File: src/srw_pkg.sv
// constants for the supervisory reset and watchdog block
package srw_pkg;
    localparam int unsigned SRW_CLK_HZ = 10000000;
    // least kick pulse width, nanoseconds
    localparam int unsigned SRW_MIN_KICK_NS = 150;
    localparam int unsigned SRW_CLK_NS = 1000000000 / SRW_CLK_HZ;
    // whole cycles in the least kick pulse, round down, at least one
    localparam int unsigned SRW_MIN_KICK_CYC =
        (SRW_MIN_KICK_NS / SRW_CLK_NS) < 1 ? 1 : (SRW_MIN_KICK_NS / SRW_CLK_NS);
    // default reset timeout and watchdog timeout in cycles
    localparam int unsigned SRW_RST_TIMEOUT_CYC = 1500000;
    localparam int unsigned SRW_WDT_TIMEOUT_CYC = 16000000;
    localparam int unsigned SRW_CNT_W = 32;
    localparam logic SRW_RST_ASSERTED = 1'b1;
    localparam logic [1:0] SRW_SYNC_RESET_VAL = 2'h3;
endpackage

File: src/srw_supervisor.sv
// supervisory reset generator with manual reset and watchdog
// Notes on behaviour
// - low reset out on undervoltage, manual, expiry
// - high reset out mirrors, same hold time
// - reset held full timeout after cause clears
// - manual low holds reset, then timeout
// - untoggled kick input expires, one timeout reset
// - watchdog clears on reset, manual, edges
// - manual input reads as deasserted through reset, then follows the pin
// - watchdog held at zero during reset, restarts after
// - kick pulses of 150 ns accepted
`timescale 1ns/100ps
module srw_supervisor
    import srw_pkg::*;
#(
    parameter int unsigned RST_TIMEOUT_CYC = SRW_RST_TIMEOUT_CYC,
    parameter int unsigned WDT_TIMEOUT_CYC = SRW_WDT_TIMEOUT_CYC
) (
    input wire logic clk_sys_i,        // 10 MHz system clock
    input wire logic rst_i,            // sync reset, active high
    input wire logic ce_i,             // clock enable, freezes state when low
    input wire logic undervoltage_i,   // supply below threshold, async
    input wire logic manual_reset_n_i, // manual reset, active low, async
    input wire logic watchdog_kick_in_i, // watchdog kick level, async
    output logic reset_n_o,            // reset out, active low
    output logic reset_o               // reset out, active high
);
    // both timeouts must fit the counters
    if (RST_TIMEOUT_CYC < 1 || WDT_TIMEOUT_CYC < 2 ||
        longint'(RST_TIMEOUT_CYC) >= (longint'(1) << SRW_CNT_W) ||
        longint'(WDT_TIMEOUT_CYC) >= (longint'(1) << SRW_CNT_W)) begin : g_bad_timeout
        $error("srw_supervisor: timeout out of range");
    end

    typedef logic [SRW_CNT_W-1:0] srw_cnt_t;

    typedef enum logic {
        ST_RUN,
        ST_HOLD
    } srw_state_t;

    // true on the last count of a period
    function automatic logic cnt_last(input srw_cnt_t cnt, input int unsigned limit);
        srw_cnt_t last;
        last = srw_cnt_t'(limit - 1);
        return cnt == last;
    endfunction

    // next count, or zero on clear
    function automatic srw_cnt_t cnt_step(input srw_cnt_t cnt, input logic clear);
        srw_cnt_t nxt;
        nxt = cnt + srw_cnt_t'(1);
        if (clear) begin
            nxt = '0;
        end
        return nxt;
    endfunction

    logic uv_n_s;
    logic mr_n_s;
    logic kick_s;
    logic kick_prev_q;
    srw_state_t state_q;
    srw_state_t state_d;
    srw_cnt_t hold_q;
    srw_cnt_t hold_d;
    srw_cnt_t wdt_q;
    srw_cnt_t wdt_d;

    // undervoltage flag synchronised; reset value is inactive
    srw_sync u_uv (
        .clk_sys_i(clk_sys_i),
        .rst_i(rst_i),
        .ce_i(ce_i),
        .rst_val_i(1'b1),
        .d_i(~undervoltage_i),
        .q_o(uv_n_s)
    );

    // manual input held high through reset, then follows the pin
    srw_sync u_mr (
        .clk_sys_i(clk_sys_i),
        .rst_i(rst_i),
        .ce_i(ce_i),
        .rst_val_i(1'b1),
        .d_i(manual_reset_n_i),
        .q_o(mr_n_s)
    );

    // one 100 ns sample catches a 150 ns pulse
    srw_sync u_wk (
        .clk_sys_i(clk_sys_i),
        .rst_i(rst_i),
        .ce_i(ce_i),
        .rst_val_i(1'b1),
        .d_i(watchdog_kick_in_i),
        .q_o(kick_s)
    );

    wire under_w = ~uv_n_s;
    wire manual_w = ~mr_n_s;
    wire in_reset_w = (state_q == ST_HOLD);

    // either edge on the kick input
    wire kick_edge_w = kick_s ^ kick_prev_q;

    // level held past the watchdog timeout
    wire wdt_last_w = cnt_last(wdt_q, WDT_TIMEOUT_CYC);
    wire wdt_hit_w = ~in_reset_w & wdt_last_w & ~kick_edge_w;

    wire cause_w = under_w | manual_w | wdt_hit_w;

    // last cycle of the hold period
    wire hold_done_w = cnt_last(hold_q, RST_TIMEOUT_CYC);

    // watchdog held at zero while reset stands
    wire wdt_clear_w = in_reset_w | cause_w | kick_edge_w;

    wire assert_next_w = (state_d == ST_HOLD);

    always_comb begin
        state_d = state_q;
        hold_d = hold_q;
        unique case (state_q)
            ST_RUN: begin
                if (cause_w) begin
                    state_d = ST_HOLD;
                    hold_d = '0;
                end
            end
            ST_HOLD: begin
                if (cause_w) begin
                    // restart hold while a cause stands
                    hold_d = '0;
                end else if (hold_done_w) begin
                    state_d = ST_RUN;
                    hold_d = '0;
                end else begin
                    hold_d = cnt_step(hold_q, 1'b0);
                end
            end
        endcase
    end

    // clear on reset, manual or edge
    assign wdt_d = cnt_step(wdt_q, wdt_clear_w);

    always_ff @(posedge clk_sys_i) begin
        if (rst_i) begin
            state_q <= ST_HOLD;
        end else if (ce_i) begin
            state_q <= state_d;
        end
    end

    always_ff @(posedge clk_sys_i) begin
        if (rst_i) begin
            hold_q <= '0;
        end else if (ce_i) begin
            hold_q <= hold_d;
        end
    end

    always_ff @(posedge clk_sys_i) begin
        if (rst_i) begin
            wdt_q <= '0;
        end else if (ce_i) begin
            wdt_q <= wdt_d;
        end
    end

    // idle level of the kick sync, no false edge after reset
    always_ff @(posedge clk_sys_i) begin
        if (rst_i) begin
            kick_prev_q <= 1'b1;
        end else if (ce_i) begin
            kick_prev_q <= kick_s;
        end
    end

    always_ff @(posedge clk_sys_i) begin
        if (rst_i) begin
            reset_n_o <= ~SRW_RST_ASSERTED;
        end else if (ce_i) begin
            reset_n_o <= ~assert_next_w;
        end
    end

    always_ff @(posedge clk_sys_i) begin
        if (rst_i) begin
            reset_o <= SRW_RST_ASSERTED;
        end else if (ce_i) begin
            reset_o <= assert_next_w;
        end
    end
endmodule

File: src/srw_sync.sv
// two-stage synchroniser for one pin level
`timescale 1ns/100ps
module srw_sync
    import srw_pkg::*;
(
    input wire logic clk_sys_i, // system clock
    input wire logic rst_i,     // sync reset, active high
    input wire logic ce_i,      // clock enable
    input wire logic rst_val_i, // level held through reset
    input wire logic d_i,       // async level in
    output logic q_o            // synchronised level
);
    logic meta_q;
    always_ff @(posedge clk_sys_i) begin
        if (rst_i) begin
            meta_q <= rst_val_i;
            q_o <= rst_val_i;
        end else if (ce_i) begin
            meta_q <= d_i;
            q_o <= meta_q;
        end
    end
endmodule

File: config.mk
export PLATFORM = sky130hd
export DESIGN_NAME = srw_supervisor
export DESIGN_NICKNAME = d
export VERILOG_FILES = /design/src/srw_pkg.sv /design/src/srw_supervisor.sv /design/src/srw_sync.sv
export SDC_FILE = /design/constraint.sdc
export NUM_CORES = 1
export LEC_CHECK = 0
export ABC_CLOCK_PERIOD_IN_PS = 2400
export BUFFER_PORTS_ARGS = -buffer_cell sky130_fd_sc_hd__buf_4
export CORE_ASPECT_RATIO = 1.4
export CORE_MARGIN = 4
export CORE_UTILIZATION = 25
export DETAILED_ROUTE_END_ITERATION = 8
export SLEW_MARGIN = 20
export SYNTH_ARGS = -nofsm -noshare
export SYNTH_HDL_FRONTEND = slang
export SYNTH_HIERARCHICAL = 1
export SYNTH_SLANG_ARGS = --single-unit
File: constraint.sdc
create_clock -name clk_sys_i -period 2.4 [get_ports clk_sys_i]
set_input_delay 0.24 -clock clk_sys_i [delete_from_list [all_inputs] [get_ports clk_sys_i]]
set_output_delay 0.24 -clock clk_sys_i [all_outputs]
set_load 0.005 [all_outputs]
# Word level (Yosys, flattened, before mapping)
# Cells that the tools add are included.
# W data, S select, Z words.
[word_totals]
regBits = 73
input_bits = 6
out_inout_bits = 2
word_cells = 39
[op_classes]
add_sub_neg = 2
eq_ne = 3
muxes = 9
bitwise = 13
reduce_logical = 1
[op_table]
columns = ["op", "n"]
rows = [
  ["$mux W32", 4],
  ["$add A32 B1 Y32 const B", 2],
  ["$pmux W32 S2", 1],
  ["$eq A32 B21 Y1 const B", 1],
  ["$eq A32 B24 Y1 const B", 1],
  ["$not A1 Y1", 6],
  ["$or A1 B1 Y1", 4],
  ["$mux W1", 3],
  ["$and A1 B1 Y1", 2],
  ["$ne A2 B2 Y1 const B", 1],
  ["$pmux W1 S2", 1],
  ["$reduce_and A2 Y1", 1],
  ["$xor A1 B1 Y1", 1],
]

# Longest topological paths before layout
[depth]
word_depth = 7
depth_mapped = 9
mapped_depth_nobuf = 7

# By module
# Netlist, hierarchy kept.
[by_module_without_submodules]
columns = ["module", "instances", "cells_each", "area_per_inst_um2", "seq_area_each_um2"]
rows = [
  ["srw_supervisor", 1, 422, 3405.8, 1341.3],
  ["srw_sync", 3, 5, 88.8, 60.1],
]

# Least setup slack after synthesis
# No wires, ideal clock.
[synth_timing]
path_kind = "reg-to-reg"
start = "reg wdt_q[0]"
end = "reg hold_q[24]"
setup_time_ns = 0.075
t_arrival_ns = 2.273
required_ns = 2.325
slack_ns = 0.053
stages_incl_launch_ff = 9
path_buffers = 1
synth_period_minus_slack_ns = 2.347
cell_sequence = "dfxtp_1 > ha_1 > and3_1 > nor3b_2 > or4b_4 > and2_4 > buf_6 > or4_1 > a31oi_1"
[synth_via]
elab_chain_cells = 6
word_cells_on_any_way = 8
cone_classes = "eq/ne (2); mux (2); bitwise (3); reduce/logical (1)"
[synth_lines]
columns = ["element", "line_no", "source"]
rows = [
  ["start, declared", "srw_supervisor.sv:67", "srw_cnt_t wdt_q;"],
  ["start signal, assigned", "srw_supervisor.sv:168", "wdt_q <= wdt_d;"],
  ["$eq A32 B24 Y1 (*)", "srw_supervisor.sv:46", "return cnt == last;"],
  ["$and A1 B1 Y1 (*) (2 in series)", "srw_supervisor.sv:109", "wire wdt_hit_w = ~in_reset_w & wdt_last_w & ~kick_edge_w;"],
  ["$or A1 B1 Y1 (*)", "srw_supervisor.sv:111", "wire cause_w = under_w | manual_w | wdt_hit_w;"],
  ["$mux W32 or $ne A2 B2 Y1 (tied branches)", "--", ""],
  ["$pmux W32 S2 or $reduce_and A2 Y1 (tied branches)", "--", ""],
  ["end signal, assigned", "srw_supervisor.sv:160", "hold_q <= hold_d;"],
  ["end, declared", "srw_supervisor.sv:65", "srw_cnt_t hold_q;"],
]
# Mark *: on every way between the ends. The rest lies on a longest branch, timed or not.
# A chain may end at the register's enable or synchronous reset.

# Worst setup path in the final report
[layout_timing]
start = "reg wdt_q[0]"
end = "reg hold_q[9]"
# Same word-level chain as after synthesis.

==> flow_summary_export.csv <==
group,metric,value,unit
run_status,status,"completed",
placed_design,port_buffers,7,
setup_path,path_class,"reg2reg",
timing,layout_setup_ws,0.0359,ns
cells_and_area,fin_nets,477,
setup_path,critical_path_required,2.65,ns
timing,finalCritPeriodShare,0.985,
clock_network,root_buffer,"clkbuf_16",
cells_and_area,fin_util,0.314,
clock_network,cts_buffers,9,
yosys,synth_seq_cells,73,
clock_network,htree_levels,3,
grt,antenna_found_initial,0,
timing,max_slew_margin,0.513,
yosys,synthesis.area,3670,um^2
setup_path,start_kind,"flop",
placed_design,place_ws,-0.0289,ns
setup_path,reg2reg_slack,0.04,ns
cells_and_area,drive_above_1_share,0.175,
pwr,p_per_area,625,nW/um^2
timing,hold_viol_final,0,
setup_path,critPathTopFamily,"simple AND/OR/NAND/NOR gates",
yosys,yosys.area.top_type_share,0.365,
route,firstDrtPassIters,4,
yosys,yosys-top-cells-count,"dfxtp_1 (67), nor2_1 (58), a21oi_1 (34)",
route,vias_per_cell,5.12,
grt,grt_pass1_wl,14.7,mm
placed_design,gp_congestion,0.778,
flow_run,maxCapViolCount,0,
timing,skew,0.00680,ns
route,vias,3396,
pwr,peakVddDrop,0.382,mV
yosys,synth_top_area_cell,"dfxtp_1",
die,num_rows,52,
timing,finalHoldWorstSlack,0.225,ns
yosys,synth.distinct_cells,49,
timing,fin_crit,2.36,ns
route,wl_per_cell,13.4,um
die,start_util,0.254,
pwr,power_leakage,1.57,nW
timing,rsz0062_at_grt,"yes",
cells_and_area,area_delta_synth_final,23.5,%
clock_network,cts_num_sinks,73,
setup_path,critPathMaxFanout,6,
timing,finalSetupViolCount,0,
cells_and_area,final_area,4530,um^2
timing,tightest_slew,0.723,ns
route,ant_nets,0,
setup_path,slowest_stage,"or4b_4",
die,core,14400,um^2
route,drt-initial-drc-count,194,
yosys,async_flop_share,0,
die,die_w,110,um
clock_network,clkTransAtPathRegs,0.06,ns
yosys,ys.flop_type,"dfxtp_1",
clock_network,clock_path_buffers,2,
route,routed_wl,8.91,mm
yosys,synth_cells,437,
die,ios,8,
clock_network,tritoncts,"yes",
grt,grt_max_degree,46,
grt,grt_pass1_vias,3252,
yosys,ys_seq_area_frac,0.414,
setup_path,cp_data_arrival_time,2.62,ns
placed_design,place_area,4120,um^2
grt,overflow,0,
timing,slew_violations,0,
die,dieArea,16700,um^2
setup_path,end_kind,"flop",
setup_path,reg2reg_from,"wdt_q[0]",
pwr,power,2.84,mW
cells_and_area,antenna_cells,0,
route,drc,0,
hold_path,hp-class,"in2reg",
yosys,synth_edf_count,6,
yosys,syn_avg_cell_area,8.40,um^2
setup_path,path_buf_inv,0,
yosys,ys.warnings.count,6,
setup_path,cp-startpoint,"wdt_q[0]",
setup_path,ff2ff_path_depth,7,
cells_and_area,fill_cells,1527,
yosys,ys_top_cells_by_area,"dfxtp_1 (37%), nor2_1 (5.9%), xor2_1 (5.7%)",
yosys,yosysMostFrequentCell,"dfxtp_1",
die,fp.dieH,151,um
setup_path,timing.rr.end,"hold_q[9]",
setup_path,path_depth,7,
clock_network,clkLatencyLatePin,0.33,ns
setup_path,crit_chain,"ha_2 > and3_1 > nor3b_4 > or4b_4 > and2_4 > or4_1 > a21oi_1",
grt,grt_use_total,0.104,
placed_design,post-dp-hpwl,6.00,mm
setup_path,endpoint,"hold_q[9]",
setup_path,critPathMaxStageDelay,0.54,ns
timing,fmax,423,MHz
## repair_timing
| item | in CTS | in global routing |
|---|---|---|
| hold buffers | 0 | 0 |
| resized for setup | 1 | 15 |
| endpoints found under the setup margin | 7 | 11 |
| gates cloned | 0 | 2 |
| buffers inserted | 0 | 1 |
| pin swaps | 0 | 7 |
## through the flow
stage / std cells / setup TNS (ns)
final: 663 / 0
after global routing: 663 / -0.199
after CTS: 660 / 0
after detailed placement: 644 / -0.108
after global placement: 644 / 0
after floorplan: 442 / 0
## layout make-up
type                    count  area (um^2)  share of cell area
well taps                 189          236              0.0522
inverters                   6         22.5             0.00497
clock buffers              10          250              0.0552
flip-flops and latches     73         1530               0.337
clock inverters             6         65.1              0.0143
repair buffers             35          275              0.0607
multi-input cells         344         2160               0.476
## registers in the layout, indices dropped and copies added (netlist names)
signal	cells
u_mr/meta_q	1
u_wk/meta_q	1
u_mr/q_o	1
u_uv/meta_q	1
hold_q	32
reset_o	1
wdt_q	32
reset_n_o	1
u_wk/q_o	1
kick_prev_q	1
u_uv/q_o	1
## metal layers
layer  GRT usage  vias up  part of all wire
li1            -     1663                 -
met1       0.120     1633              0.43
met2       0.197       83              0.52
met3      0.0196       17             0.036
met4      0.0271        0             0.012
met5           0        -                 0
## layout by cell type (no fill, tap or decap), drive strengths merged, types with 6 or more instances in the layout
| master | count |
|---|---|
| a31oi | 7 |
| nand4b | 12 |
| and3 | 16 |
| nor2 | 58 |
| nor3 | 12 |
| nand4 | 20 |
| a21oi | 34 |
| mux2 | 6 |
| or4 | 8 |
| conb | 6 |
| xnor2 | 8 |
| edfxtp | 6 |
| nor4 | 6 |
| dfxtp | 67 |
| o21ai | 25 |
| and4 | 7 |
| buf | 35 |
| clkbuf | 10 |
| nand2 | 31 |
| xor2 | 24 |
| nand3 | 21 |
## worst reg2reg max path, delay by kind of cell, from the launching register on
| family | cells | cell delay (ns) |
|---|---|---|
| compound gates | 1 | 0.17 |
| simple gates | 5 | 1.61 |
| flops | 1 | 0.33 |
| fa+ha+maj | 1 | 0.17 |
## power by group
| part | internal [mW] | leakage [nW] | switching [mW] |
|---|---|---|---|
| logic | 0.0644 | 0.817 | 0.115 |
| clock network | 0.868 | 0.154 | 0.535 |
| registers | 1.25 | 0.603 | 0.00786 |
| total | 2.18 | 1.57 | 0.658 |
## worst min-delay path by stage
stage	from	endpoint	slack, ns	cells after the start
2_1_floorplan	hold_q[20]	hold_q[20]	0.45	2
3_3_place_gp	wdt_q[23]	wdt_q[23]	0.46	2
3_5_place_dp	hold_q[20]	hold_q[20]	0.48	2
4_1_cts	watchdog_kick_in_i	u_wk/meta_q	0.22	2
5_1_grt	manual_reset_n_i	u_mr/meta_q	0.22	2
6_report	manual_reset_n_i	u_mr/meta_q	0.23	2
## kinds of logic (layout without fill, tap and decap cells)
group | Yosys count | after routing | synth area share
AOI/OAI and AO/OA | 81 | 81 | 0.127
adders and majority gates | 2 | 2 | 0.00681
xor gates and xnor gates | 32 | 32 | 0.0763
muxes | 8 | 8 | 0.0238
buffers and inverters | 27 | 57 | 0.0310
and+or+nand+nor | 213 | 215 | 0.319
other | 1 | 6 | 0.00102
DFF | 73 | 73 | 0.414
Power figures use the tool's default switching activity.
